### src/rtl/nfc_pkg.sv
// Package with command codes, pin timing and limits of the flash controller.
package nfc_pkg;
  // ---------------------------------------------------------------------
  // Opcodes
  // ---------------------------------------------------------------------
  localparam logic [7:0] OP_READ1   = 8'h00;
  localparam logic [7:0] OP_READ2   = 8'h30;
  localparam logic [7:0] OP_SDIN    = 8'h80;
  localparam logic [7:0] OP_COLCHG  = 8'h85;
  localparam logic [7:0] OP_PROG    = 8'h10;
  localparam logic [7:0] OP_MPROG   = 8'h11;
  localparam logic [7:0] OP_CPROG   = 8'h15;
  localparam logic [7:0] OP_ERASE1  = 8'h60;
  localparam logic [7:0] OP_ERASE2  = 8'hD0;
  localparam logic [7:0] OP_STATUS  = 8'h70;
  localparam logic [7:0] OP_STATUS2 = 8'h71;
  localparam logic [7:0] OP_RESET   = 8'hFF;
  // ---------------------------------------------------------------------
  // Request kinds
  // ---------------------------------------------------------------------
  localparam logic [1:0] REQ_READ  = 2'h0;
  localparam logic [1:0] REQ_PROG  = 2'h1;
  localparam logic [1:0] REQ_ERASE = 2'h2;
  localparam logic [1:0] REQ_RESET = 2'h3;
  // ---------------------------------------------------------------------
  // Status, limits and timing
  // ---------------------------------------------------------------------
  localparam int         ST_FAIL_BIT   = 0;
  localparam int         ST_READY_BIT  = 6;
  localparam logic [7:0] BAD_MARK      = 8'h00;
  localparam logic [7:0] FILL_ONES     = 8'hFF;
  localparam int         MAX_PARTIAL   = 4;
  localparam int         ADDR_CYCLES   = 5;
  localparam int         CLK_MHZ       = 10;
  localparam int         PIN_HOLD_NS   = 100;
  localparam int         PIN_HOLD_CYC  =
    (PIN_HOLD_NS * CLK_MHZ + 999) / 1000 < 1 ? 1 :
    (PIN_HOLD_NS * CLK_MHZ + 999) / 1000;
endpackage : nfc_pkg

### src/rtl/nfc_buf_if.sv
// Interface carrying one byte stream with valid and ready.
`timescale 1ns/1ps
interface nfc_buf_if;
  logic       valid;
  logic       ready;
  logic [7:0] data;
  modport src (output valid, output data, input ready);
  modport dst (input valid, input data, output ready);
endinterface : nfc_buf_if

### src/rtl/nfc_host.sv
// Host controller that sequences commands to an asynchronous NAND flash.
`timescale 1ns/1ps
// Overview of operation
// - Only defined opcodes from the package are ever driven.
// - While busy, only status read or reset commands are issued.
// - After serial data input, only column change, confirm or reset.
// - Programs pages of a block in ascending order only until an erase or a request names another block.
// - Each page is programmed at most four times between erases or requests to another block.
// - Block is bad when its marker byte reads zero.
// - Erase requests to known bad blocks are refused.
// - Status is read after erase; failing blocks are retired.
// - On program failure the block is retired and failure reported.
// - Read data carries eight-bit per 512-byte ECC outside this block.
// - Corrected-error tracking and rewrite are left to software.
// - Unused page areas are filled with ones.
module nfc_host #(
  parameter int BLK_W   = 11,
  parameter int PAGE_W  = 6,
  parameter int NBLK    = 2048,
  parameter int NPAGE   = 64
) (
  // Clock and reset
  input  wire logic              clk,
  input  wire logic              rst_b,
  // User request
  input  wire logic              req_valid,
  input  wire logic [1:0]        req_kind,
  input  wire logic [BLK_W-1:0]  req_blk,
  input  wire logic [PAGE_W-1:0] req_page,
  input  wire logic [15:0]       req_col,
  input  wire logic [15:0]       req_len,
  output logic                   req_ready,
  // User write data
  input  wire logic              wr_valid,
  input  wire logic [7:0]        wr_data,
  output logic                   wr_ready,
  // User read data
  output logic                   rd_valid,
  output logic [7:0]             rd_data,
  input  wire logic              rd_ready,
  // Completion
  output logic                   done,
  output logic                   fail,
  output logic                   refused,
  // Flash pins
  output logic                   cle,
  output logic                   ale,
  output logic                   we_b,
  output logic                   re_b,
  output logic                   ce_b,
  output logic                   wp_b,
  output logic [7:0]             io_o,
  output logic                   io_oe,
  input  wire logic [7:0]        io_i,
  input  wire logic              ready_busy_line
);
  typedef enum logic [3:0] {
    S_INIT, S_IDLE, S_CMD, S_ADDR, S_WAIT, S_WDATA, S_RDATA,
    S_STAT, S_STATRD, S_DONE
  } nfc_state_t;
  typedef struct packed {
    nfc_state_t           st;
    logic [2:0]           ph;
    logic [7:0]           cmd;
    logic [2:0]           acnt;
    logic [15:0]          cnt;
    logic [1:0]           kind;
    logic [BLK_W-1:0]     blk;
    logic [PAGE_W-1:0]    page;
    logic [15:0]          col;
    logic                 second;
    logic [PAGE_W:0]      next_pg;
    logic [2:0]           npart;
    logic                 cle, ale, we_b, re_b, ce_b, wp_b, oe;
    logic [7:0]           io;
    logic                 rq_rdy, wr_rdy, done, fail, refused;
    logic                 rb1, rb2;
    logic [7:0]           in1, in2;
    logic                 pv;
    logic [7:0]           pd;
  } nfc_host_t;
  nfc_host_t s_q, s_d;
  logic [NBLK-1:0] bad_q, bad_d;
  nfc_buf_if rb_in ();
  nfc_buf_if rb_out ();
  // ---------------------------------------------------------------------
  // Read buffer
  // ---------------------------------------------------------------------
  nfc_skid #(.W(8)) u_skid (
    .clk   (clk),
    .rst_b (rst_b),
    .in_s  (rb_in.dst),
    .out_s (rb_out.src)
  );
  assign rb_in.valid  = s_q.pv;
  assign rb_in.data   = s_q.pd;
  assign rb_out.ready = rd_ready;
  function automatic logic [7:0] addr_byte(input logic [2:0] i,
      input logic [15:0] c, input logic [23:0] r);
    case (i)
      3'h0:    addr_byte = c[7:0];
      3'h1:    addr_byte = c[15:8];
      3'h2:    addr_byte = r[7:0];
      3'h3:    addr_byte = r[15:8];
      default: addr_byte = r[23:16];
    endcase
  endfunction : addr_byte
  // ---------------------------------------------------------------------
  // Sequencer
  // ---------------------------------------------------------------------
  logic [23:0] row;
  always_comb begin
    s_d = s_q;
    bad_d = bad_q;
    row = 24'(({s_q.blk, s_q.page}));
    s_d.rb1 = ready_busy_line;
    s_d.rb2 = s_q.rb1;
    s_d.in1 = io_i;
    s_d.in2 = s_q.in1;
    s_d.done = 1'b0;
    s_d.refused = 1'b0;
    s_d.rq_rdy = 1'b0;
    s_d.wr_rdy = 1'b0;
    if (rb_in.ready) begin
      s_d.pv = 1'b0;
    end
    case (s_q.st)
      S_INIT: begin
        s_d.cmd = nfc_pkg::OP_RESET;
        s_d.kind = nfc_pkg::REQ_RESET;
        if (s_q.rb2) begin
          s_d.st = S_CMD;
        end
      end
      S_IDLE: begin
        s_d.ce_b = 1'b1;
        s_d.rq_rdy = 1'b1;
        if (req_valid && s_q.rq_rdy) begin
          s_d.rq_rdy = 1'b0;
          s_d.kind = req_kind;
          s_d.blk = req_blk;
          s_d.page = req_page;
          s_d.col = req_col;
          s_d.cnt = req_len;
          s_d.second = 1'b0;
          s_d.fail = 1'b0;
          if (req_blk != s_q.blk) begin
            s_d.next_pg = '0;
            s_d.npart = '0;
          end
          case (req_kind)
            nfc_pkg::REQ_READ:  s_d.cmd = nfc_pkg::OP_READ1;
            nfc_pkg::REQ_PROG:  s_d.cmd = nfc_pkg::OP_SDIN;
            nfc_pkg::REQ_ERASE: s_d.cmd = nfc_pkg::OP_ERASE1;
            default:            s_d.cmd = nfc_pkg::OP_RESET;
          endcase
          if (req_kind != nfc_pkg::REQ_RESET && bad_q[req_blk]) begin
            s_d.refused = 1'b1;
          end else if (req_kind == nfc_pkg::REQ_PROG &&
              ((req_blk == s_q.blk && {1'b0, req_page} + 1'b1 ==
              s_q.next_pg && s_q.npart == 3'(nfc_pkg::MAX_PARTIAL)) ||
              ({1'b0, req_page} < (req_blk == s_q.blk ? s_q.next_pg :
              '0) - ((req_blk == s_q.blk && s_q.next_pg != '0) ?
              1'b1 : 1'b0)))) begin
            s_d.refused = 1'b1;
          end else if (s_q.rb2) begin
            s_d.st = S_CMD;
          end else begin
            s_d.refused = 1'b1;
          end
        end
      end
      S_CMD: begin
        s_d.ce_b = 1'b0;
        s_d.cle = 1'b1;
        s_d.oe = 1'b1;
        s_d.io = s_q.cmd;
        // The strobe rises one cycle before the latch enable drops.
        s_d.we_b = (s_q.ph != 3'h0);
        s_d.ph = s_q.ph + 3'h1;
        if (s_q.ph == 3'h2) begin
          s_d.ph = '0;
          s_d.cle = 1'b0;
          s_d.acnt = '0;
          case (s_q.cmd)
            nfc_pkg::OP_READ1, nfc_pkg::OP_SDIN: s_d.st = S_ADDR;
            nfc_pkg::OP_ERASE1: begin
              s_d.acnt = 3'h2;
              s_d.st = S_ADDR;
            end
            nfc_pkg::OP_STATUS: s_d.st = S_STATRD;
            default: s_d.st = S_WAIT;
          endcase
        end
      end
      S_ADDR: begin
        s_d.ale = 1'b1;
        s_d.oe = 1'b1;
        s_d.io = addr_byte(s_q.acnt, s_q.col, row);
        s_d.we_b = (s_q.ph != 3'h0);
        s_d.ph = s_q.ph + 3'h1;
        if (s_q.ph == 3'h2) begin
          s_d.ph = '0;
          s_d.acnt = s_q.acnt + 3'h1;
          if (s_q.acnt == 3'(nfc_pkg::ADDR_CYCLES - 1)) begin
            s_d.ale = 1'b0;
            if (s_q.cmd == nfc_pkg::OP_SDIN) begin
              s_d.st = S_WDATA;
            end else begin
              s_d.cmd = (s_q.cmd == nfc_pkg::OP_READ1) ?
                nfc_pkg::OP_READ2 : nfc_pkg::OP_ERASE2;
              s_d.st = S_CMD;
            end
          end
        end
      end
      S_WDATA: begin
        s_d.oe = 1'b1;
        s_d.we_b = (s_q.ph != 3'h0);
        s_d.ph = (s_q.ph == 3'h0) ? 3'h1 : 3'h0;
        if (s_q.ph == 3'h0) begin
          s_d.wr_rdy = 1'b1;
          // Missing user data is padded with ones, never zeros.
          s_d.io = wr_valid ? wr_data : nfc_pkg::FILL_ONES;
          s_d.cnt = s_q.cnt - 16'h1;
        end else if (s_q.cnt == 16'h0) begin
          // Confirm only once the last byte has seen its rising strobe.
          s_d.cmd = nfc_pkg::OP_PROG;
          s_d.st = S_CMD;
        end
      end
      S_WAIT: begin
        s_d.oe = 1'b0;
        s_d.ph = s_q.ph + 3'(s_q.ph != 3'h7);
        if (s_q.ph == 3'h7 && s_q.rb2) begin
          s_d.ph = '0;
          if (s_q.kind == nfc_pkg::REQ_READ) begin
            s_d.st = S_RDATA;
          end else if (s_q.kind == nfc_pkg::REQ_RESET) begin
            s_d.st = S_DONE;
          end else begin
            s_d.cmd = nfc_pkg::OP_STATUS;
            s_d.st = S_CMD;
          end
        end
      end
      S_RDATA: begin
        s_d.oe = 1'b0;
        // Only a new byte waits for room; a started one must finish.
        if (s_q.ph != 3'h0 || !s_q.pv || rb_in.ready) begin
          s_d.re_b = (s_q.ph >= 3'h2);
          s_d.ph = (s_q.ph == 3'h3) ? 3'h0 : s_q.ph + 3'h1;
          if (s_q.ph == 3'h3) begin
            s_d.pv = 1'b1;
            s_d.pd = s_q.in2;
            s_d.cnt = s_q.cnt - 16'h1;
            // A zero marker flags the block as bad.
            if (s_q.in2 == nfc_pkg::BAD_MARK && !s_q.second) begin
              s_d.fail = 1'b1;
              bad_d[s_q.blk] = 1'b1;
            end
            s_d.second = 1'b1;
            if (s_q.cnt == 16'h1) begin
              s_d.st = S_DONE;
            end
          end
        end
      end
      S_STATRD: begin
        s_d.oe = 1'b0;
        s_d.re_b = (s_q.ph >= 3'h2);
        s_d.ph = s_q.ph + 3'h1;
        if (s_q.ph == 3'h3) begin
          s_d.ph = '0;
          if (s_q.in2[nfc_pkg::ST_READY_BIT]) begin
            s_d.fail = s_q.in2[nfc_pkg::ST_FAIL_BIT];
            if (s_q.in2[nfc_pkg::ST_FAIL_BIT]) begin
              bad_d[s_q.blk] = 1'b1;
            end
            if (s_q.kind == nfc_pkg::REQ_PROG) begin
              s_d.npart = (s_q.next_pg == {1'b0, s_q.page} + 1'b1) ?
                s_q.npart + 3'h1 : 3'h1;
              s_d.next_pg = {1'b0, s_q.page} + 1'b1;
            end
            if (s_q.kind == nfc_pkg::REQ_ERASE) begin
              s_d.next_pg = '0;
              s_d.npart = '0;
            end
            s_d.st = S_DONE;
          end
        end
      end
      S_DONE: begin
        s_d.re_b = 1'b1;
        s_d.we_b = 1'b1;
        s_d.done = 1'b1;
        s_d.st = S_IDLE;
      end
      default: s_d.st = S_IDLE;
    endcase
  end
  always_ff @(posedge clk or negedge rst_b) begin
    if (!rst_b) begin
      s_q <= '{st: S_INIT, cmd: 8'h00, we_b: 1'b1, re_b: 1'b1,
               ce_b: 1'b1, wp_b: 1'b1, default: '0};
      bad_q <= '0;
    end else begin
      s_q <= s_d;
      bad_q <= bad_d;
    end
  end
  // ---------------------------------------------------------------------
  // Outputs
  // ---------------------------------------------------------------------
  assign req_ready = s_q.rq_rdy;
  assign wr_ready  = s_q.wr_rdy;
  assign rd_valid  = rb_out.valid;
  assign rd_data   = rb_out.data;
  assign done      = s_q.done;
  assign fail      = s_q.fail;
  assign refused   = s_q.refused;
  assign cle       = s_q.cle;
  assign ale       = s_q.ale;
  assign we_b      = s_q.we_b;
  assign re_b      = s_q.re_b;
  assign ce_b      = s_q.ce_b;
  assign wp_b      = s_q.wp_b;
  assign io_o      = s_q.io;
  assign io_oe     = s_q.oe;
  // ---------------------------------------------------------------------
  // Checks
  // ---------------------------------------------------------------------
  busy_cmd_a: assert property (@(posedge clk) disable iff (!rst_b)
    s_q.st == S_IDLE && s_d.st == S_CMD |-> s_q.rb2)
    else $error("command started while busy");
  bad_erase_a: assert property (@(posedge clk) disable iff (!rst_b)
    s_q.st == S_IDLE && s_d.st == S_CMD && s_d.kind != nfc_pkg::REQ_RESET
    |-> !bad_q[s_d.blk]) else $error("access to bad block");
  cle_ale_a: assert property (@(posedge clk) disable iff (!rst_b)
    !(cle && ale)) else $error("cle and ale together");
  sdin_next_a: assert property (@(posedge clk) disable iff (!rst_b)
    s_q.st == S_WDATA && s_d.st == S_CMD |-> s_d.cmd == nfc_pkg::OP_PROG)
    else $error("bad opcode after data input");
  five_addr_a: assert property (@(posedge clk) disable iff (!rst_b)
    s_q.st == S_ADDR |-> s_q.acnt < 3'(nfc_pkg::ADDR_CYCLES))
    else $error("sixth address cycle");
  stat_fail_a: assert property (@(posedge clk) disable iff (!rst_b)
    s_q.st == S_STATRD && s_d.st == S_DONE && s_q.in2[0]
    |=> bad_q[s_q.blk] ##1 done) else $error("failed block not retired");
  cov_prog_c: cover property (@(posedge clk) disable iff (!rst_b)
    s_q.st == S_WDATA ##[1:200] done);
  cov_read_c: cover property (@(posedge clk) disable iff (!rst_b)
    s_q.st == S_RDATA ##[1:200] done);
  cov_ref_c: cover property (@(posedge clk) disable iff (!rst_b) refused);
endmodule : nfc_host

### src/rtl/nfc_skid.sv
// Two-entry buffer between the flash read path and the user.
`timescale 1ns/1ps
module nfc_skid #(
  parameter int W = 8
) (
  // Clock and reset
  input wire logic clk,
  input wire logic rst_b,
  // Streams
  nfc_buf_if.dst   in_s,
  nfc_buf_if.src   out_s
);
  typedef struct packed {
    logic [1:0]   cnt;
    logic         vld;
    logic [W-1:0] e0;
    logic [W-1:0] e1;
  } nfc_skid_t;
  nfc_skid_t s_q, s_d;
  logic push, pop;
  assign in_s.ready  = (s_q.cnt != 2'h2);
  assign out_s.valid = s_q.vld;
  assign out_s.data  = s_q.e0;
  always_comb begin
    s_d  = s_q;
    push = in_s.valid && in_s.ready;
    pop  = out_s.valid && out_s.ready;
    if (pop) begin
      s_d.e0 = s_q.e1;
    end
    if (push) begin
      if (s_q.cnt == 2'h0 || (s_q.cnt == 2'h1 && pop)) begin
        s_d.e0 = in_s.data;
      end else begin
        s_d.e1 = in_s.data;
      end
    end
    s_d.cnt = s_q.cnt + {1'b0, push} - {1'b0, pop};
    s_d.vld = (s_d.cnt != 2'h0);
  end
  always_ff @(posedge clk or negedge rst_b) begin
    if (!rst_b) begin
      s_q <= '0;
    end else begin
      s_q <= s_d;
    end
  end
  never_over_a: assert property (@(posedge clk) disable iff (!rst_b)
    s_q.cnt <= 2'h2) else $error("buffer count overflow");
  keep_word_a: assert property (@(posedge clk) disable iff (!rst_b)
    out_s.valid && !out_s.ready |=> out_s.valid && $stable(out_s.data))
    else $error("stalled word changed");
  cover_full_c: cover property (@(posedge clk) disable iff (!rst_b)
    s_q.cnt == 2'h2);
endmodule : nfc_skid

### config.mk
export PLATFORM = sky130hd
export DESIGN_NAME = nfc_host
export DESIGN_NICKNAME = d
export VERILOG_FILES = /design/src/rtl/nfc_pkg.sv /design/src/rtl/nfc_buf_if.sv /design/src/rtl/nfc_host.sv /design/src/rtl/nfc_skid.sv
export SDC_FILE = /design/constraint.sdc
export NUM_CORES = 2
export LEC_CHECK = 0
export BUFFER_PORTS_ARGS = -buffer_cell sky130_fd_sc_hd__buf_2
export CELL_PAD_IN_SITES_DETAIL_PLACEMENT = 0
export CELL_PAD_IN_SITES_GLOBAL_PLACEMENT = 1
export CORE_ASPECT_RATIO = 0.8
export CORE_MARGIN = 3
export CORE_UTILIZATION = 53
export DETAILED_ROUTE_END_ITERATION = 10
export PLACE_DENSITY_LB_ADDON = 0.1
export REMOVE_ABC_BUFFERS = 1
export SKIP_CTS_REPAIR_TIMING = 1
export SLEW_MARGIN = 20
export SYNTH_ARGS = -nofsm -noshare
export SYNTH_HDL_FRONTEND = slang
export SYNTH_HIERARCHICAL = 1
export SYNTH_SLANG_ARGS = --single-unit
### constraint.sdc
create_clock -name clk -period 5.15 [get_ports clk]
set_input_delay 0.2575 -clock clk [delete_from_list [all_inputs] [get_ports clk]]
set_output_delay 0.2575 -clock clk [all_outputs]
set_load 0.02 [all_outputs]
==> flow_results.org <==
** Status
- Run status :: finished with violations
- Violations in the final reports :: antenna violations

** Placement
- Count of placed standard cells including taps :: 9018
- Port buffering added 100 buffers.
- DP HPWL :: 178000 µm
- Routability-driven placement finished with a final weighted congestion of 0.887.

** Drt
- Number of design-rule violations left by the first detailed-router iteration :: 6556
- Wires add up to 297000 µm.
- For this run, the detailed router's first-pass iteration total came to 6.
- Amount of wire on met3 after detailed routing :: 25400 µm
- Per-cell via count in the routed design :: 6.60
- Routed signal wires occupy layers up through met4.
- Dividing the detail-routed wire length by the instance count gives 31.3 µm.
- Remaining routing DRC violations :: 0
- Met2 wire len :: 130000 µm
- The count of nets left with antenna violations once routing finished came out at 1.
- The routed layout has 62600 vias.
- Met1 routed wirelength after detailed routing :: 132000 µm

** Finish
- The final layout contains 7042 nets.
- Fin cells :: 9485
- Compared with the post-synthesis result, the final layout area differs by 12.4%.
- Of the cells placed in the final design, the portion with a size suffix greater than 1 is 18.2%.

** Floorplanning
- Pin placement for this block handled 102 I/O pins.
- Die width :: 476 µm
- Floorplan die area :: 0.182 mm²
- In this run the standard cell core region covers 0.175 mm².
- Effective utilization at floorplan :: 53.6%
- # rows :: 137
- Chip Height :: 382 µm

** Synth
- Leading cell types by total area after synthesis :: sky130_fd_sc_hd__dfrtp_1 (58%), sky130_fd_sc_hd__a21o_1 (12%), sky130_fd_sc_hd__mux4_2 (10%)
- After synthesis, flip-flops and latches occupy 58.5% of the total area.
- Cell Area, Synth :: 0.0938 mm²
- Synth top area share :: 58.4%
- Warning count from the yosys run :: 6
- After synthesis, the mean cell area works out to 13.6 µm².
- The synthesized design contains 2190 register bits.
- Asr flop ratio synth :: 100%
- The synthesized design contains 0 enable-type register cells.
- Unique cell type count in the Yosys netlist :: 92
- Among all flip-flop cells after synthesis, the most frequent one is sky130_fd_sc_hd__dfrtp_1.
- Synthesis handed over a netlist of 6890 instances.
- Top cell type by total area after synthesis :: sky130_fd_sc_hd__dfrtp_1

** CTS
- CTS saw 2190 sinks.
- After clock tree synthesis, the clock-pin slew on the worst setup and hold paths is 0.07 ns.
- The clock tree synthesis step divided the H-tree into 4 levels.
- Number of buffers between clock root and the deepest sink :: 3
- The cell sitting at the root of the clock tree is a sky130_fd_sc_hd__clkbuf_16.
- TritonCTS created 211 clock buffers.
- Later-pin clock latency in the skew report :: 0.85 ns
- Clock tree from TritonCTS :: built

** Critical path
- For this run, the slowest stage of the critical path takes 0.43 ns.
- Buffers & Inverters on Critical Path :: 1
- Top delay family on crit path :: compound AO/OA/AOI/OAI gates
- Critical Path Slowest Stage Cell :: sky130_fd_sc_hd__nor3_2
- STA classifies the critical path startpoint as a flop.
- Max Fanout on Critical Path :: 19
- Crit. End Element :: flop
- Sequence of cells on the critical path :: buf_4 > xnor2_1 > nand3_1 > nor3_2 > a21boi_0 > ha_1 > ha_1 > xor2_1 > ha_1 > o21a_1 > o21a_1 > o21a_1 > o21a_1 > o221a_1 > o31a_1 > o21ai_0 > and3b_1
- Worst EP required :: 5.89 ns
- Critical path type :: reg2reg
- Most used cell along the critical path :: sky130_fd_sc_hd__o21a_1
- Across all register-to-register paths, the minimum setup slack is 0.88 ns.
- For the worst setup path, the data arrival time is 5.00 ns.

** Timing
- WHS :: 0.0475 ns
- Transition time at the pin with the least slew margin :: 1.16 ns
- Subtracting the final worst setup slack from the clock period gives 4.27 ns.
- # setup viols final :: 0
- Final Max Slew Viols :: 0
- The clock arrives with 0.0291 ns of skew.
- RSZ-0062 raised after global routing :: no
- Post-Route Setup TNS :: 0 ns
- Fin. Hold Viols :: 0
- Slew HR :: 22.6%
- Timing would allow up to 234 MHz.
- In the finished design, the share of the clock period the worst path needs comes to 82.8%.

** GRT
- The via count of the first global-routing pass came to 62800.
- Global routing used 32.7% of the available tracks.
- Entering global routing, the biggest net connects 156 pins.
- The number of antenna violations at the first check in global routing is 8.
- Total gr overflow :: 0
- The first global-routing pass estimated 441000 µm of wire.

** Pwr
- Power spread over the standard cell area amounts to 393 mW/mm².
- For this design the static power due to leakage is 60.4 nW.
- The worst-case IR drop observed on VDD is 0.559 mV.

** Run
- Max_cap viols :: 0

** Worst hold path
- Classification of the worst-slack hold path :: in2reg
## layer usage
layer | track usage (%) | vias to the layer above
met4 | 9.41 | 0
li1 | - | 25600
met5 | 0 | -
met1 | 49.3 | 33700
met3 | 7.57 | 563
met2 | 47.7 | 2680
## cell usage in the layout, fill, tap and decap left out, drive strengths merged, types with 32 or more instances in the layout
cell type / count
dfrtp: 2187
a21o: 1513
o21bai: 537
mux4: 444
buf: 374
clkbuf: 309
nand2: 205
nor2: 204
a22oi: 173
mux2i: 159
a21oi: 117
o21ai: 90
dlygate4sd3: 69
nand3: 63
nor3: 56
mux2: 52
o22ai: 47
clkinv: 41
inv: 37
ha: 32
## layout make-up
class	instances	area [µm²]
well taps	2363	2960
flip-flops and latches	2190	54800
diodes	10	25.0
inverters	31	116
clock buffers	309	6250
multi-input cells	4060	36100
repair buffers	443	4000
clock inverters	79	1110
fillers	13600	69600
## state kept, by name, indices dropped and copies added (netlist names), 8 cells and up
| signal | cells |
|---|---|
| bad_q | 2048 |
| s_q | 69 |
| row | 17 |
| u_skid/s_q | 10 |
| s_d | 9 |
| io_o | 8 |
| rb_in.data | 8 |
| u_skid/out_s.data | 8 |
## power by group
group	internal [W]	switching, W
Combinational	0.00169	0.00520
Sequential	0.0176	0.000441
Clock	0.00961	0.00687
## kinds of logic (layout without fill, tap and decap cells)
group | Yosys count | in the layout | synth area share (%)
AOI/OAI and AO/OA | 2647 | 2647 | 20.8
and+or+nand+nor | 690 | 690 | 3.53
buffers and inverters | 640 | 862 | 3.39
other | 1 | 11 | 0.00400
DFF | 2190 | 2190 | 58.5
xor gates and xnor gates | 35 | 35 | 0.327
muxes | 655 | 655 | 13.1
adders and majority gates | 32 | 32 | 0.427
## path summary, 6_finish.rpt
path	from	to	depth (start not counted)
worst max-delay path	row[8]$_DFFE_PN0P_	s_q[124]$_DFFE_PN0P_	17
worst min-delay path	io_i[3]	s_d[12]$_DFF_PN0_	2
worst max register to register	row[8]$_DFFE_PN0P_	s_q[124]$_DFFE_PN0P_	17
worst min register to register	s_d[25]$_DFF_PN0_	s_q[25]$_DFF_PN0_	0
max in group asynchronous	rst_b	bad_q[629]$_DFFE_PN0P_	4
min in group asynchronous	rst_b	bad_q[275]$_DFFE_PN0P_	2
## cell usage after synthesis, types with 10 or more instances
cell type and count:
sky130_fd_sc_hd__nand2b_1 18, sky130_fd_sc_hd__nor2_1 204, sky130_fd_sc_hd__nand2_1 204, sky130_fd_sc_hd__nor2b_1 13
sky130_fd_sc_hd__a22oi_1 172, sky130_fd_sc_hd__nand3_1 63, sky130_fd_sc_hd__a21o_1 1513, sky130_fd_sc_hd__nor4_1 16
sky130_fd_sc_hd__xnor2_1 24, sky130_fd_sc_hd__nor3_2 11, sky130_fd_sc_hd__a21oi_1 116, sky130_fd_sc_hd__mux2i_1 159
sky130_fd_sc_hd__o21bai_1 537, sky130_fd_sc_hd__buf_1 21, sky130_fd_sc_hd__o22ai_1 47, sky130_fd_sc_hd__clkbuf_1 412
sky130_fd_sc_hd__a32oi_1 12, sky130_fd_sc_hd__mux4_2 428, sky130_fd_sc_hd__and3_1 14, sky130_fd_sc_hd__a211oi_1 13
sky130_fd_sc_hd__o21ai_0 79, sky130_fd_sc_hd__nor3b_1 10, sky130_fd_sc_hd__mux4_1 16, sky130_fd_sc_hd__mux2_2 44
sky130_fd_sc_hd__nand3b_1 16, sky130_fd_sc_hd__nor3_1 45, sky130_fd_sc_hd__buf_6 37, sky130_fd_sc_hd__a22o_1 26
sky130_fd_sc_hd__nand4_1 20, sky130_fd_sc_hd__buf_2 56, sky130_fd_sc_hd__inv_1 29, sky130_fd_sc_hd__or3_1 10
sky130_fd_sc_hd__o31ai_1 12, sky130_fd_sc_hd__a31oi_1 19, sky130_fd_sc_hd__dfrtp_1 2187, sky130_fd_sc_hd__buf_4 73
sky130_fd_sc_hd__ha_1 32, sky130_fd_sc_hd__a221oi_1 22, sky130_fd_sc_hd__xor2_1 11
## per-stage QoR
stage | setup slack [ns] | utilization, % | power, W | cell area (µm²)
final | 0.885 | 60.2 | 0.0414 | 105000
after floorplan | 0.889 | - | 0.0210 | 90700
after CTS | 0.952 | 59.8 | 0.0414 | 105000
after global routing | 0.668 | 60.2 | 0.0427 | 105000
after global placement | 0.762 | 55.6 | 0.0250 | 97300
after detailed placement | 0.840 | 55.6 | 0.0250 | 97300
(Power assumes the default switching activity.)
